==> src/core/fs_supervisor_pkg.sv <==
// Constants for the format sequencer supervisory block.
// Assumes a 32-bit AXI4-Lite register bus with word-aligned registers.
package fs_supervisor_pkg;

    localparam int AXI_ADDR_W = 10;

    // Register indices; byte address is four times the index
    localparam logic [7:0] IDX_BUF_CONFIG = 8'h53;
    localparam logic [7:0] IDX_SYNC_LIMIT = 8'h70;
    localparam logic [7:0] IDX_SEQ_START = 8'h79;
    localparam logic [7:0] IDX_ERR_STATUS = 8'h7A;
    localparam logic [7:0] IDX_IRQ_MASK = 8'h7B;
    localparam logic [7:0] IDX_SYNC_PATTERN = 8'h7C;

    localparam logic [9:0] ADDR_BUF_CONFIG = {IDX_BUF_CONFIG, 2'h0};
    localparam logic [9:0] ADDR_SYNC_LIMIT = {IDX_SYNC_LIMIT, 2'h0};
    localparam logic [9:0] ADDR_SEQ_START = {IDX_SEQ_START, 2'h0};
    localparam logic [9:0] ADDR_ERR_STATUS = {IDX_ERR_STATUS, 2'h0};
    localparam logic [9:0] ADDR_IRQ_MASK = {IDX_IRQ_MASK, 2'h0};
    localparam logic [9:0] ADDR_SYNC_PATTERN = {IDX_SYNC_PATTERN, 2'h0};

    // Field positions
    localparam int STAT_SYNC_TIMEOUT_BIT = 4;
    localparam int STAT_TWO_INDEX_BIT = 5;
    localparam int STAT_PARITY_BIT = 6;
    localparam logic [7:0] STAT_IMPL_MASK = 8'h70;
    localparam int COUNT_SYNC_START_BIT = 5;
    localparam int CTRL_DATA_XFER_BIT = 0;
    localparam int BUFCFG_PARITY_EN_BIT = 3;

    localparam logic [4:0] SEQ_STOP_ADDR = 5'h1F;

    // Reset values
    localparam logic [7:0] SYNC_LIMIT_RST = 8'h00;
    localparam logic [7:0] SYNC_PATTERN_RST = 8'h00;
    localparam logic [7:0] BUF_CONFIG_RST = 8'h00;
    localparam logic [7:0] ERR_STATUS_RST = 8'h00;
    localparam logic [7:0] IRQ_MASK_RST = 8'h00;
    localparam logic [4:0] SEQ_START_RST = 5'h1F;

    localparam logic [1:0] RESP_OKAY = 2'h0;
    localparam logic [1:0] RESP_SLVERR = 2'h2;

    typedef enum logic [0:0] {
        SEQ_IDLE = 1'h0,
        SEQ_RUN = 1'h1
    } seq_state_t;

endpackage : fs_supervisor_pkg

==> src/core/byte_parity_check.sv <==
// Odd parity checker for buffer bytes at the formatter serdes.
// Assumes data and parity arrive on sys_clk with a qualifying strobe.
`timescale 1ns/10ps
module byte_parity_check
(
    input wire logic sys_clk,
    input wire logic rst,
    input wire logic checkEn,
    input wire logic [7:0] dataByte,
    input wire logic parityBit,
    output logic errPulse
);

    typedef struct packed {
        logic err;
    } par_state_t;

    par_state_t s;
    par_state_t n;

    always_comb
    begin
        n = s;
        // Odd parity: nine bits together carry an odd number of ones
        n.err = checkEn && !(^{dataByte, parityBit});
    end

    always_ff @(posedge sys_clk or posedge rst)
    begin
        if (rst)
        begin
            s <= '0;
        end
        else
        begin
            s <= n;
        end
    end

    assign errPulse = s.err;

endmodule : byte_parity_check

==> src/core/format_supervisor.sv <==
// Supervisory circuits of the format sequencer: sync timer,
// two-index revolution limiter, buffer parity check, AXI4-Lite registers.
// Assumes sequencer strobes and byte ticks are synchronous to sys_clk;
// only the index pin is asynchronous.
//
// Function
// - Hold one 8-bit software sync byte-count limit, 0 to 255.
// - Sync timer bounds time spent matching the programmed sync pattern.
// - Active timer loads from limit and decrements once per byte time.
// - Count reaching zero: time-out, halt sequencer, set status bit 4.
// - Instruction with count field bit 5 set starts the sync timer.
// - Sequencer reset or detected sync character clears the sync timer.
// - Same count field bit 5 turns on the revolution limiter.
// - Active limiter: second index rising edge halts, sets status bit 5.
// - Limiter resets while sequencer stopped or on data transfer instruction.
// - Check buffer parity during NRZ writes and sector data verify reads.
// - Parity enabled and error seen sets status bit 6.
// - Parity branch command halts the sequencer after a parity error.
// - Fetch of address 1FH, or start write of 1FH, stops sequencer.
//
// The AXI4-Lite register port was chosen for this implementation.
`timescale 1ns/10ps
module format_supervisor
    import fs_supervisor_pkg::*;
(
    input wire logic sys_clk,
    input wire logic rst,
    input wire logic [AXI_ADDR_W-1:0] s_axi_awaddr,
    input wire logic s_axi_awvalid,
    output logic s_axi_awready,
    input wire logic [31:0] s_axi_wdata,
    input wire logic [3:0] s_axi_wstrb,
    input wire logic s_axi_wvalid,
    output logic s_axi_wready,
    output logic [1:0] s_axi_bresp,
    output logic s_axi_bvalid,
    input wire logic s_axi_bready,
    input wire logic [AXI_ADDR_W-1:0] s_axi_araddr,
    input wire logic s_axi_arvalid,
    output logic s_axi_arready,
    output logic [31:0] s_axi_rdata,
    output logic [1:0] s_axi_rresp,
    output logic s_axi_rvalid,
    input wire logic s_axi_rready,
    input wire logic byteTick,
    input wire logic instrValid,
    input wire logic [7:0] instrCount,
    input wire logic [7:0] instrControl,
    input wire logic parityBranch,
    input wire logic fetchValid,
    input wire logic [4:0] fetchAddr,
    input wire logic [7:0] nrzByte,
    input wire logic nrzByteValid,
    input wire logic indexPin,
    input wire logic nrzWrite,
    input wire logic verifyRead,
    input wire logic [7:0] bufByte,
    input wire logic bufParity,
    input wire logic bufByteValid,
    output logic seqStart,
    output logic [4:0] seqStartAddr,
    output logic seqRunning,
    output logic seqHalt,
    output logic syncTimerActive,
    output logic irq
);

    typedef struct packed {
        seq_state_t seq;
        logic [4:0] startAddr;
        logic startPulse;
        logic haltPulse;
        logic [7:0] syncLimit;
        logic [7:0] syncPattern;
        logic [7:0] bufConfig;
        logic [7:0] status;
        logic [7:0] mask;
        logic syncActive;
        logic [7:0] syncCount;
        logic idxActive;
        logic idxSeen;
        logic [1:0] idxSync;
        logic idxPrev;
        logic irq;
        logic awHeld;
        logic [AXI_ADDR_W-1:0] awAddr;
        logic wHeld;
        logic [7:0] wData;
        logic wStrb0;
        logic awready;
        logic wready;
        logic bvalid;
        logic [1:0] bresp;
        logic arready;
        logic rvalid;
        logic [1:0] rresp;
        logic [31:0] rdata;
    } state_t;

    localparam state_t STATE_RST = '{
        seq: SEQ_IDLE, startAddr: SEQ_START_RST,
        syncLimit: SYNC_LIMIT_RST, syncPattern: SYNC_PATTERN_RST,
        bufConfig: BUF_CONFIG_RST, status: ERR_STATUS_RST,
        mask: IRQ_MASK_RST, default: '0};

    state_t s;
    state_t n;

    logic parErr;
    logic wrEn;
    logic startWr;
    logic statusWr;
    logic syncFound;
    logic syncLoad;
    logic syncExpire;
    logic idxEdge;
    logic fetchStop;
    logic branchStop;
    logic [7:0] setBits;

    function automatic logic isMapped(input logic [AXI_ADDR_W-1:0] a);
        return a == ADDR_BUF_CONFIG || a == ADDR_SYNC_LIMIT ||
            a == ADDR_SEQ_START || a == ADDR_ERR_STATUS ||
            a == ADDR_IRQ_MASK || a == ADDR_SYNC_PATTERN;
    endfunction : isMapped

    function automatic logic [31:0] regRead(input logic [AXI_ADDR_W-1:0] a,
        input state_t st);
        logic [7:0] v;
        v = 8'h00;
        case (a)
            ADDR_BUF_CONFIG: v = st.bufConfig;
            ADDR_SYNC_LIMIT: v = st.syncLimit;
            ADDR_SEQ_START: v = {3'h0, st.startAddr};
            ADDR_ERR_STATUS: v = st.status;
            ADDR_IRQ_MASK: v = st.mask;
            ADDR_SYNC_PATTERN: v = st.syncPattern;
            default: v = 8'h00;
        endcase
        return {24'h000000, v};
    endfunction : regRead

    // Only NRZ writes and verify reads see buffer parity
    byte_parity_check parityCheck (
        .sys_clk(sys_clk),
        .rst(rst),
        .checkEn(bufByteValid && (nrzWrite || verifyRead)),
        .dataByte(bufByte),
        .parityBit(bufParity),
        .errPulse(parErr)
    );

    assign wrEn = s.awHeld && s.wHeld && !s.bvalid;
    assign startWr = wrEn && s.wStrb0 && s.awAddr == ADDR_SEQ_START;
    assign statusWr = wrEn && s.wStrb0 && s.awAddr == ADDR_ERR_STATUS;
    assign syncFound = nrzByteValid && nrzByte == s.syncPattern;
    assign syncLoad = instrValid && instrCount[COUNT_SYNC_START_BIT] &&
        s.seq == SEQ_RUN;
    // Limit 0 and 1 both expire at the first byte time
    assign syncExpire = s.syncActive && byteTick &&
        s.syncCount <= 8'h01;
    assign idxEdge = s.idxSync[1] && !s.idxPrev;
    assign fetchStop = fetchValid && fetchAddr == SEQ_STOP_ADDR;
    assign branchStop = instrValid && parityBranch &&
        (s.status[STAT_PARITY_BIT] || setBits[STAT_PARITY_BIT]);

    always_comb
    begin
        n = s;
        setBits = 8'h00;
        n.startPulse = 1'b0;
        n.haltPulse = 1'b0;

        // Index pin: two-stage synchroniser, then edge detect
        n.idxSync = {s.idxSync[0], indexPin};
        n.idxPrev = s.idxSync[1];

        // Sync timer
        if (s.syncActive && byteTick)
        begin
            if (syncExpire)
            begin
                setBits[STAT_SYNC_TIMEOUT_BIT] = 1'b1;
                n.syncActive = 1'b0;
                n.syncCount = 8'h00;
            end
            else
            begin
                n.syncCount = s.syncCount - 8'h01;
            end
        end
        if (syncLoad)
        begin
            n.syncActive = 1'b1;
            n.syncCount = s.syncLimit;
        end
        // Detection wins over a load in the same cycle
        if (syncFound || s.seq == SEQ_IDLE)
        begin
            n.syncActive = 1'b0;
            n.syncCount = 8'h00;
        end

        // Two-index revolution limiter
        if (s.idxActive && idxEdge)
        begin
            if (s.idxSeen)
            begin
                setBits[STAT_TWO_INDEX_BIT] = 1'b1;
            end
            else
            begin
                n.idxSeen = 1'b1;
            end
        end
        if (syncLoad)
        begin
            n.idxActive = 1'b1;
        end
        if (s.seq == SEQ_IDLE ||
            (instrValid && instrControl[CTRL_DATA_XFER_BIT]))
        begin
            n.idxActive = 1'b0;
            n.idxSeen = 1'b0;
        end

        if (parErr && s.bufConfig[BUFCFG_PARITY_EN_BIT])
        begin
            setBits[STAT_PARITY_BIT] = 1'b1;
        end

        // Halt sources
        if (s.seq == SEQ_RUN && (setBits[STAT_SYNC_TIMEOUT_BIT] ||
            setBits[STAT_TWO_INDEX_BIT] || fetchStop || branchStop))
        begin
            n.seq = SEQ_IDLE;
            n.haltPulse = 1'b1;
        end

        // AXI4-Lite write: address and data taken in either order
        if (s_axi_awvalid && s.awready)
        begin
            n.awHeld = 1'b1;
            n.awAddr = s_axi_awaddr;
        end
        if (s_axi_wvalid && s.wready)
        begin
            n.wHeld = 1'b1;
            n.wData = s_axi_wdata[7:0];
            n.wStrb0 = s_axi_wstrb[0];
        end
        if (s.bvalid && s_axi_bready)
        begin
            n.bvalid = 1'b0;
        end
        if (wrEn)
        begin
            n.awHeld = 1'b0;
            n.wHeld = 1'b0;
            n.bvalid = 1'b1;
            n.bresp = isMapped(s.awAddr) ? RESP_OKAY : RESP_SLVERR;
            if (s.wStrb0)
            begin
                case (s.awAddr)
                    ADDR_BUF_CONFIG: n.bufConfig = s.wData;
                    ADDR_SYNC_LIMIT: n.syncLimit = s.wData;
                    ADDR_IRQ_MASK: n.mask = s.wData & STAT_IMPL_MASK;
                    ADDR_SYNC_PATTERN: n.syncPattern = s.wData;
                    default: n.mask = n.mask;
                endcase
            end
        end
        // A new start address overrides a halt in the same cycle
        if (startWr)
        begin
            n.startAddr = s.wData[4:0];
            n.startPulse = 1'b1;
            n.seq = s.wData[4:0] == SEQ_STOP_ADDR ? SEQ_IDLE : SEQ_RUN;
        end

        // Sticky flags; a new event beats a write-one clear
        n.status = (s.status & ~(statusWr ? s.wData : 8'h00)) |
            setBits;
        n.irq = |(n.status & n.mask);

        // AXI4-Lite read
        if (s.rvalid && s_axi_rready)
        begin
            n.rvalid = 1'b0;
        end
        if (s_axi_arvalid && s.arready)
        begin
            n.rvalid = 1'b1;
            n.rdata = regRead(s_axi_araddr, s);
            n.rresp = isMapped(s_axi_araddr) ? RESP_OKAY : RESP_SLVERR;
        end

        n.awready = !n.awHeld && !n.bvalid;
        n.wready = !n.wHeld && !n.bvalid;
        n.arready = !n.rvalid;
    end

    always_ff @(posedge sys_clk or posedge rst)
    begin
        if (rst)
        begin
            s <= STATE_RST;
        end
        else
        begin
            s <= n;
        end
    end

    assign s_axi_awready = s.awready;
    assign s_axi_wready = s.wready;
    assign s_axi_bresp = s.bresp;
    assign s_axi_bvalid = s.bvalid;
    assign s_axi_arready = s.arready;
    assign s_axi_rdata = s.rdata;
    assign s_axi_rresp = s.rresp;
    assign s_axi_rvalid = s.rvalid;
    assign seqStart = s.startPulse;
    assign seqStartAddr = s.startAddr;
    assign seqRunning = s.seq == SEQ_RUN;
    assign seqHalt = s.haltPulse;
    assign syncTimerActive = s.syncActive;
    assign irq = s.irq;
endmodule : format_supervisor

==> config.mk <==
export PLATFORM = sky130hd
export DESIGN_NAME = format_supervisor
export DESIGN_NICKNAME = d
export VERILOG_FILES = /design/src/core/fs_supervisor_pkg.sv /design/src/core/byte_parity_check.sv /design/src/core/format_supervisor.sv
export SDC_FILE = /design/constraint.sdc
export NUM_CORES = 1
export LEC_CHECK = 0
export ABC_AREA = 1
export ABC_CLOCK_PERIOD_IN_PS = 3490
export BUFFER_PORTS_ARGS = -buffer_cell sky130_fd_sc_hd__buf_2
export CAP_MARGIN = 25
export CORE_UTILIZATION = 25
export CTS_BUF_LIST = sky130_fd_sc_hd__clkbuf_2 sky130_fd_sc_hd__clkbuf_4 sky130_fd_sc_hd__clkbuf_8
export DETAILED_ROUTE_END_ITERATION = 7
export MAX_ROUTING_LAYER = met4
export PLACE_DENSITY_LB_ADDON = 0.15
export SLEW_MARGIN = 30
export SYNTH_ARGS = -nofsm -noshare
export SYNTH_HDL_FRONTEND = slang
export SYNTH_HIERARCHICAL = 1
export SYNTH_SLANG_ARGS = --single-unit
==> constraint.sdc <==
create_clock -name sys_clk -period 3.49 [get_ports sys_clk]
set_input_delay 0.698 -clock sys_clk [delete_from_list [all_inputs] [get_ports sys_clk]]
set_output_delay 0.698 -clock sys_clk [all_outputs]
set_load 0.1 [all_outputs]
==> results of run 1 <==
area by class of cell:
type	instances	area, sq um
clock buffer	9	124
clock inverter	7	78.8
fill	2375	14900
inverter	84	322
multi-input combinational	476	2280
sequential	100	2510
tap	275	344
timing repair buffer	96	488
logic make-up (layout without fill, tap and decap cells):
logic type | after synthesis | after routing
simple gates | 348 | 348
buf+inv | 135 | 196
flops | 100 | 100
compound gates | 89 | 89
xor+xnor | 11 | 11
fa+ha+maj | 2 | 2
other cells | 1 | 26
final timing paths:
check | startpoint | slack (ns) | to
worst min-delay path | rst | 0.17 | parityCheck/errPulse
min in group sys_clk | n[65] | 0.36 | n[63]
worst max register to register | s_axi_bvalid | 1.47 | seqRunning
max in group asynchronous | rst | 2.43 | s[71]
worst min register to register | n[65] | 0.36 | n[63]
worst max-delay path | seqStartAddr[4] | 1.40 | seqStartAddr[4]
flip-flops by register name (all words and copies together), names as in the netlist:
name / flops
irq: 1
n: 2
parityCheck/errPulse: 1
s: 72
s_axi_arready: 1
s_axi_awready: 1
s_axi_bresp: 1
s_axi_bvalid: 1
s_axi_rdata: 8
s_axi_rresp: 1
s_axi_rvalid: 1
s_axi_wready: 1
seqHalt: 1
seqRunning: 1
seqStart: 1
seqStartAddr: 5
syncTimerActive: 1
per-layer routing:
metal  global-route usage, %  vias to the layer above  part of all wire [%]
met5                       -                        -                     0
li1                        -                     2273                     -
met2                    21.5                       90                    46
met3                    2.57                        9                   3.6
met4                    3.98                        0                   1.3
met1                    18.6                     1977                    49
through the flow:
step                hold WS (ns)  cell area [sq um]  total power, mW  std cells
finish                     0.166               6150             3.50       1047
global route               0.154               6150             3.73       1047
CTS                        0.136               6150             3.57       1047
detailed placement         0.340               5950             2.78       1031
global placement           0.339               5950             2.78       1031
floorplan                  0.331               5490             2.53        711
cell usage after synthesis, types with 3 or more instances:
cell | number | area, sq um
nand2_1 | 202 | 758
dfrtp_1 | 95 | 2380
inv_1 | 74 | 278
nor2_1 | 54 | 203
o21ai_0 | 53 | 265
buf_4 | 41 | 308
nand3_1 | 39 | 195
nand4_1 | 16 | 100
a21oi_1 | 14 | 70.1
o21ai_1 | 9 | 45.0
o21a_1 | 7 | 52.6
inv_2 | 6 | 22.5
nand3_2 | 6 | 60.1
nor2_2 | 6 | 37.5
nor2_4 | 6 | 67.6
nor3_1 | 6 | 30.0
xor2_1 | 6 | 52.6
dfstp_2 | 5 | 131
xnor2_1 | 5 | 43.8
buf_2 | 4 | 20.0
clkbuf_1 | 3 | 11.3
nand3_4 | 3 | 52.6
o21ai_2 | 3 | 26.3
report_power, final:
part,switching (mW),internal (mW)
clock,0.474,0.284
combinational,0.997,0.246
sequential,0.152,1.34
==> flow_summary_export.csv, run 1 <==
group,metric,value,unit
critical_path,cp_slowest_cell,"dfstp_2",
grt,first_global_vias,4205,
grt,wire_length_of_the_first_global_routing_pass,22700,microns
floorplan,start_util,25.6,%
critical_path,worst_setup_path_start_kind,"flip-flop",
clock_network,gates_resized_cts_repair,0,
logic_synthesis,postSynthRegisterBits,100,
final_layout,post-route-util,29.2,%
clock_network,cts_setup_buffers,0,
logic_synthesis,syn-mean-instance-area,7.86,sq um
run,max_cap_check_violation_count,0,
logic_synthesis,dominant_combinational_cell_family_by_area_after_synthesis,"simple AND/OR/NAND/NOR gates",
detailed_routing,drc,0,
sta,clock.fmax,478,MHz
sta,final.min_clock_period,2.09,ns
detailed_routing,drt_first_iter_violations,221,
final_layout,ant_diodes,0,
placed_design,pre_cts_ws,1.23,ns
detailed_routing,vias_per_cell,4.15,
logic_synthesis,post_synth_mux_area_share,0,%
critical_path,critical_path.cell_chain,"buf_2",
logic_synthesis,share_of_synthesized_area_occupied_by_flip_flops_and_latches,46.5,%
logic_synthesis,synth-simple-area-share,29.4,%
sta,layout_setup_ws,1.40,ns
final_layout,most_frequent_cells_in_the_layout,"nand2_1 (202), dfrtp_1 (95), buf_2 (93), inv_1 (73), nor2_1 (54)",
sta,fin_setup_tns,0,ns
status,status,"finished, final reports clean",
critical_path,max_stage_delay,0.58,ns
clock_network,cts_buffer_depth,2,
sta,slew_violations,0,
placed_design,dp_hpwl,11100,microns
floorplan,io_pins,161,
final_layout,syn2layout_area_growth,14.0,%
sta,timing.max_slew.rel_slack,66.5,%
clock_network,source_to_sink_clock_delay_at_the_later_pin_of_the_worst_skew_pair,0.40,ns
critical_path,timing.reg2reg.worst_path_depth,6,
critical_path,worst_path_dominant_cell_family,"flip-flops",
floorplan,rows,53,
logic_synthesis,synth_warnings,6,
min_path,timing.hold.worst.class,"input port to async pin",
clock_network,cts-buffers-inserted,9,
logic_synthesis,synth_compound_area_share,8.91,%
final_layout,design.final.nets,879,
grt,grt_antenna_before_repair,0,
critical_path,worst_ep_required_time,2.79,ns
sta,worst-slew-pin-transition,0.502,ns
critical_path,critPathMaxFanout,3,
detailed_routing,dr_total_vias,4349,
pwr,max-vdd-ir-drop,0.000428,V
placed_design,port_buffers,93,
critical_path,timing_worst_setup_path_type,"flip-flop to primary output",
pwr,powerDensity,569,nW/um^2
sta,fin_skew,0.0281,ns
pwr,leakagePower,3.08,nW
logic_synthesis,post_syn_instances,686,
clock_network,ctsRootBufferMaster,"clkbuf_8",
placed_design,gpl.final_weighted_congestion,0.815,
logic_synthesis,asyncSetResetFlopFracSynth,100,%
floorplan,die_area,22200,sq um
detailed_routing,drt_first_pass_iters,4,
logic_synthesis,dominantRegCellSynth,"dfrtp_1",
clock_network,holdBufCountCts,0,
sta,final_min_period_over_clock_period,60.0,%
grt,grt_overflow_total,0,
grt,maximum_number_of_pins_on_one_net_before_global_route_repair,41,
critical_path,worstSetupPathDepth,1,
clock_network,tritoncts,"built",
final_layout,final_common_cell,"nand2_1",
logic_synthesis,synth-edff-count,0,
logic_synthesis,yosys.area_share.adder,0.464,%
critical_path,cp_num_buf_inv,1,
detailed_routing,detail_route.wirelength,14200,microns
grt,globalRouteTotalUtil,14.0,%
floorplan,die_w,149,microns
critical_path,worstSetupEndpointType,"primary output",
logic_synthesis,yosys.area_share.xor_xnor,1.79,%
floorplan,die_h,149,microns
detailed_routing,post_drt_wl_per_cell,13.5,microns
sta,hold_violations,0,
detailed_routing,route.antenna.remaining_nets,0,
sta,rsz0062_at_grt,"false",
final_layout,post_route_cells_drive_above_1_share,20.1,%
critical_path,critical_path_arrival,1.40,ns
logic_synthesis,synth_area,5390,sq um
clock_network,clock_tree.htree_level_count,3,
floorplan,core,21100,sq um
sta,timing.final.setup_violations,0,
clock_network,clock-sinks,100,
logic_synthesis,post_synth_num_cell_types,40,
clock_network,clkTransAtPathRegs,0.11,ns
Note: power is estimated with default switching activity, not from simulation.
==> run 2, diff against run 1 <==
--- a/config.mk
+++ b/config.mk
@@ -6,7 +6,7 @@
 export NUM_CORES = 1
 export LEC_CHECK = 0
 export ABC_AREA = 1
-export ABC_CLOCK_PERIOD_IN_PS = 3490
+export ABC_CLOCK_PERIOD_IN_PS = 1900
 export BUFFER_PORTS_ARGS = -buffer_cell sky130_fd_sc_hd__buf_2
 export CAP_MARGIN = 25
 export CORE_UTILIZATION = 25
==> constraint.sdc (replaced) <==
create_clock -name sys_clk -period 1.9 [get_ports sys_clk]
set_input_delay 0.38 -clock sys_clk [delete_from_list [all_inputs] [get_ports sys_clk]]
set_output_delay 0.38 -clock sys_clk [all_outputs]
set_load 0.1 [all_outputs]
==> flow_summary_export.csv, run 2 (same netlist as run 1, synthesis figures left out) <==
group,metric,value,unit
status,status,"finished, final reports clean",
clock_network,cts_buffer_depth,2,
pwr,powerDensity,1050,nW/um^2
sta,hold_violations,0,
placed_design,gpl.final_weighted_congestion,0.807,
sta,rsz0062_at_grt,"false",
placed_design,dp_hpwl,11200,microns
floorplan,die_w,149,microns
final_layout,fillCellCount,2374,
critical_path,worst_ep_required_time,1.52,ns
critical_path,worst_setup_path_start_kind,"flip-flop",
placed_design,port_buffers,93,
min_path,worst_hold_path.endpoint,"n[65]",
sta,final_min_period_over_clock_period,93.6,%
detailed_routing,detail_route.wirelength,14500,microns
critical_path,cp_slowest_cell,"dfstp_2",
critical_path,cp_num_buf_inv,1,
sta,fin_skew,0.0210,ns
final_layout,postLayoutCellArea,6330,sq um
critical_path,timing_worst_setup_path_type,"flip-flop to primary output",
critical_path,rr_startpoint,"s[51]",
detailed_routing,drt_first_pass_iters,4,
run,max_cap_check_violation_count,0,
min_path,whs_path_depth,1,
final_layout,stdcell_count,1065,
final_layout,largest_register_ff_count,72,
detailed_routing,drc,0,
sta,fin_setup_tns,0,ns
critical_path,timing.reg2reg.worst_path_depth,7,
clock_network,clock_tree.htree_level_count,3,
grt,globalRouteTotalUtil,14.3,%
critical_path,max_stage_delay,0.58,ns
critical_path,critical_path_arrival,1.40,ns
floorplan,core,21100,sq um
floorplan,io_pins,161,
floorplan,rows,53,
sta,final.min_clock_period,1.78,ns
detailed_routing,vias_per_cell,4.11,
detailed_routing,route.antenna.remaining_nets,0,
critical_path,worst-r2r-setup-slack,0.17,ns
detailed_routing,detailroute.wirelength.met2,6840,microns
pwr,max-vdd-ir-drop,0.000927,V
critical_path,critPathMaxFanout,3,
clock_network,ctsRootBufferMaster,"clkbuf_8",
sta,slew_violations,0,
clock_network,clock-sinks,100,
detailed_routing,met1Wirelength,7110,microns
sta,timing.final.setup_violations,0,
final_layout,post-route-util,30.0,%
clock_network,cts_setup_buffers,0,
grt,wire_length_of_the_first_global_routing_pass,23300,microns
detailed_routing,maxUsedRoutingLayer,"met4",
sta,clock.fmax,562,MHz
grt,grt_antenna_before_repair,0,
min_path,hp-start,"indexPin",
critical_path,worst_path_dominant_cell_family,"flip-flops",
floorplan,die_h,149,microns
final_layout,ant_diodes,0,
placed_design,placed_cells_incl_taps,1048,
placed_design,instance_area_at_placement,6090,sq um
sta,layout_setup_ws,0.121,ns
final_layout,most_frequent_cells_in_the_layout,"nand2_1 (200), buf_2 (93), dfrtp_1 (93), inv_1 (73), nor2_1 (54)",
detailed_routing,post_drt_wl_per_cell,13.6,microns
clock_network,clkTransAtPathRegs,0.11,ns
critical_path,critical_path.reg2reg.endpoint,"s[94]",
clock_network,source_to_sink_clock_delay_at_the_later_pin_of_the_worst_skew_pair,0.40,ns
detailed_routing,drt_first_iter_violations,174,
critical_path,worstSetupEndpointType,"primary output",
final_layout,final_common_cell,"nand2_1",
grt,maximum_number_of_pins_on_one_net_before_global_route_repair,78,
critical_path,critical_path.cell_chain,"buf_2",
floorplan,start_util,25.6,%
final_layout,post_route_cells_drive_above_1_share,22.5,%
min_path,timing.hold.worst.class,"input port to flip-flop",
grt,first_global_vias,4253,
clock_network,tritoncts,"built",
grt,grt_overflow_total,0,
detailed_routing,dr_total_vias,4379,
pwr,leakagePower,3.17,nW
placed_design,pre_cts_ws,0.136,ns
final_layout,design.final.nets,897,
detailed_routing,met3WireLength,448,microns
final_layout,syn2layout_area_growth,17.4,%
clock_network,cts-buffers-inserted,9,
final_layout,registers.top_by_ff_count,"s",
floorplan,die_area,22200,sq um
-- run 2: stage by stage --
step / power (mW) / hold WS, ns
2_1_floorplan: 4.65 / 0.109
3_3_place_gp: 5.20 / 0.247
3_5_place_dp: 5.20 / 0.246
4_1_cts: 6.77 / 0.0535
5_1_grt: 7.08 / 0.0636
6_report: 6.65 / 0.0898
-- run 2: power breakdown --
part,switching [mW],internal [mW]
clock,0.874,0.644
sequential,0.275,2.47
combinational,1.87,0.521
total,3.02,3.64
-- run 2: layout make-up --
type / instances / area (sq um) / share of cell area, %
sequential: 100 / 2510 / 39.7
multi-input combinational: 476 / 2300 / 36.3
timing repair buffer: 114 / 638 / 10.1
clock buffer: 9 / 124 / 1.96
inverter: 84 / 323 / 5.10
clock inverter: 7 / 92.6 / 1.46
tap: 275 / 344 / 5.43
-- run 2: repair_timing --
item,in CTS,in global routing
resized for setup,0,4
setup endpoints to repair,0,6
hold buffers,1,0
endpoints found under the hold margin,6,0
-- run 2: how the worst max path moves through the flow --
stage,endpoint,cells past startpoint,start
global route,irq,11,s_axi_bvalid
global placement,s[69],9,s[68]
detailed placement,s[69],9,s[68]
floorplan,s[69],7,syncTimerActive
CTS,seqStartAddr[4],1,seqStartAddr[4]
finish,seqStartAddr[4],1,seqStartAddr[4]
-- run 2: metal layers --
layer	GRT usage (%)	up-vias
li1	-	2302
met2	22.2	102
met3	2.87	5
met4	3.21	0
met5	-	-
met1	19.0	1970
==> run 3, diff against run 2 <==
--- a/config.mk
+++ b/config.mk
@@ -10,7 +10,6 @@
 export BUFFER_PORTS_ARGS = -buffer_cell sky130_fd_sc_hd__buf_2
 export CAP_MARGIN = 25
 export CORE_UTILIZATION = 25
-export CTS_BUF_LIST = sky130_fd_sc_hd__clkbuf_2 sky130_fd_sc_hd__clkbuf_4 sky130_fd_sc_hd__clkbuf_8
 export DETAILED_ROUTE_END_ITERATION = 7
 export MAX_ROUTING_LAYER = met4
 export PLACE_DENSITY_LB_ADDON = 0.15
==> flow_summary_export.csv, run 3 (same netlist as run 1, synthesis figures left out) <==
group,metric,value,unit
status,status,"finished, final reports clean",
floorplan,die_area,22200,sq um
pwr,cell_int_power,4.05,mW
clock_network,cts_buffer_depth,2,
critical_path,worstSetupEndpointType,"primary output",
final_layout,post_route_cells_drive_above_1_share,22.3,%
detailed_routing,post_drt_wl_per_cell,13.6,microns
pwr,total_power,7.11,mW
detailed_routing,detail_route.wirelength,14400,microns
min_path,hp-start,"indexPin",
critical_path,worst_ep_required_time,1.52,ns
grt,first_global_vias,4255,
clock_network,ctsRootBufferMaster,"clkbuf_16",
sta,hold_violations,0,
detailed_routing,route.antenna.remaining_nets,0,
pwr,powerDensity,1110,nW/um^2
floorplan,die_w,149,microns
sta,hold_ws,0.126,ns
detailed_routing,drc,0,
clock_network,clock_tree.htree_level_count,3,
grt,globalRouteTotalUtil,14.3,%
min_path,timing.hold.worst.class,"input port to flip-flop",
final_layout,fillCellCount,2364,
floorplan,io_pins,161,
clock_network,tritoncts,"built",
final_layout,post-route-util,30.5,%
clock_network,clkTransAtPathRegs,0.07,ns
run,max_cap_check_violation_count,0,
final_layout,syn2layout_area_growth,19.1,%
floorplan,start_util,25.6,%
placed_design,dp_hpwl,11200,microns
grt,grt_overflow_total,0,
floorplan,die_h,149,microns
detailed_routing,dr_total_vias,4343,
final_layout,ant_diodes,0,
final_layout,largest_register_ff_count,72,
placed_design,pre_cts_ws,0.136,ns
pwr,swShare,43.1,%
sta,slew_violations,0,
sta,timing.final.setup_violations,0,
critical_path,max_stage_delay,0.56,ns
sta,layout_setup_ws,0.173,ns
sta,final_min_period_over_clock_period,90.9,%
critical_path,cp_num_buf_inv,1,
clock_network,cts-buffers-inserted,9,
final_layout,design.final.nets,897,
critical_path,critical_path_arrival,1.35,ns
final_layout,registers.top_by_ff_count,"s",
detailed_routing,drt_first_iter_violations,194,
clock_network,clock-sinks,100,
pwr,power.share.clock,27.8,%
critical_path,critPathMaxFanout,3,
critical_path,startpoint,"seqStartAddr[4]",
pwr,p_comb_share,33.6,%
pwr,p_sw,3.06,mW
final_layout,final_common_cell,"nand2_1",
grt,wire_length_of_the_first_global_routing_pass,23300,microns
final_layout,most_frequent_cells_in_the_layout,"nand2_1 (200), buf_2 (93), dfrtp_1 (93), inv_1 (73), nor2_1 (54)",
placed_design,gpl.final_weighted_congestion,0.807,
pwr,leakagePower,3.22,nW
clock_network,cts_setup_buffers,0,
placed_design,port_buffers,93,
sta,clock.fmax,579,MHz
pwr,max-vdd-ir-drop,0.000932,V
sta,fin_setup_tns,0,ns
critical_path,worst_setup_path_start_kind,"flip-flop",
sta,fin_skew,0.0148,ns
floorplan,rows,53,
detailed_routing,vias_per_cell,4.08,
grt,grt_antenna_before_repair,0,
critical_path,cp_slowest_cell,"dfstp_2",
critical_path,critical_path.cell_chain,"buf_2",
critical_path,timing_worst_setup_path_type,"flip-flop to primary output",
clock_network,source_to_sink_clock_delay_at_the_later_pin_of_the_worst_skew_pair,0.36,ns
detailed_routing,drt_first_pass_iters,4,
floorplan,core,21100,sq um
sta,final.min_clock_period,1.73,ns
grt,maximum_number_of_pins_on_one_net_before_global_route_repair,78,
critical_path,rr_startpoint,"s[68]",
pwr,share_seq_of_total_power,38.6,%
critical_path,worst_path_dominant_cell_family,"flip-flops",
run 3: cell counts in the layout (fill, tap and decap cells not counted):
No cell type changed its count.
run 3: worst paths after layout:
check,end,slack (ns),cells after the start
setup / recovery,seqStartAddr[4],0.17,1
hold / removal,n[65],0.13,1
setup reg to reg,s[71],0.19,10
hold reg to reg,n[63],0.36,0
max in group asynchronous,seqStartAddr[3],0.71,4
min in group asynchronous,parityCheck/errPulse,0.43,3
run 3: timing repair:
action	in CTS	in global routing
resized for setup	0	2
hold buffers	1	0
hold endpoints to repair	6	0
endpoints found under the setup margin	0	6
run 3: cell type report:
type / count / area (sq um) / share of cell area, %
Tap cell: 275 / 344 / 5.36
Clock inverter: 7 / 92.6 / 1.44
Multi-Input combinational cell: 476 / 2290 / 35.6
Sequential cell: 100 / 2510 / 39.1
Inverter: 84 / 323 / 5.03
Timing Repair Buffer: 114 / 638 / 9.94
Clock buffer: 9 / 225 / 3.51
run 3: power groups by stage:
stage | Clock, mW | Sequential (mW) | Combinational [mW]
after floorplan | 0 | 3.08 | 1.58
after global routing | 2.14 | 2.80 | 2.62
after CTS | 2.08 | 2.75 | 2.42
after detailed placement | 0 | 2.79 | 2.41
after global placement | 0 | 2.79 | 2.41
final | 1.98 | 2.75 | 2.39
run 3: routing by layer:
metal | track usage [%] | routed length (microns) | part of all wire [%]
met5 | - | 0 | 0
met4 | 3.21 | 106 | 0.73
met3 | 3.06 | 662 | 4.6
met2 | 22.2 | 6690 | 46
met1 | 19.0 | 6980 | 48
run 3: through the flow:
stage,instances,cell area (sq um)
after floorplan,711,5490
after global placement,1048,6090
after detailed placement,1048,6090
after CTS,1065,6420
after global routing,1065,6420
final,1065,6420
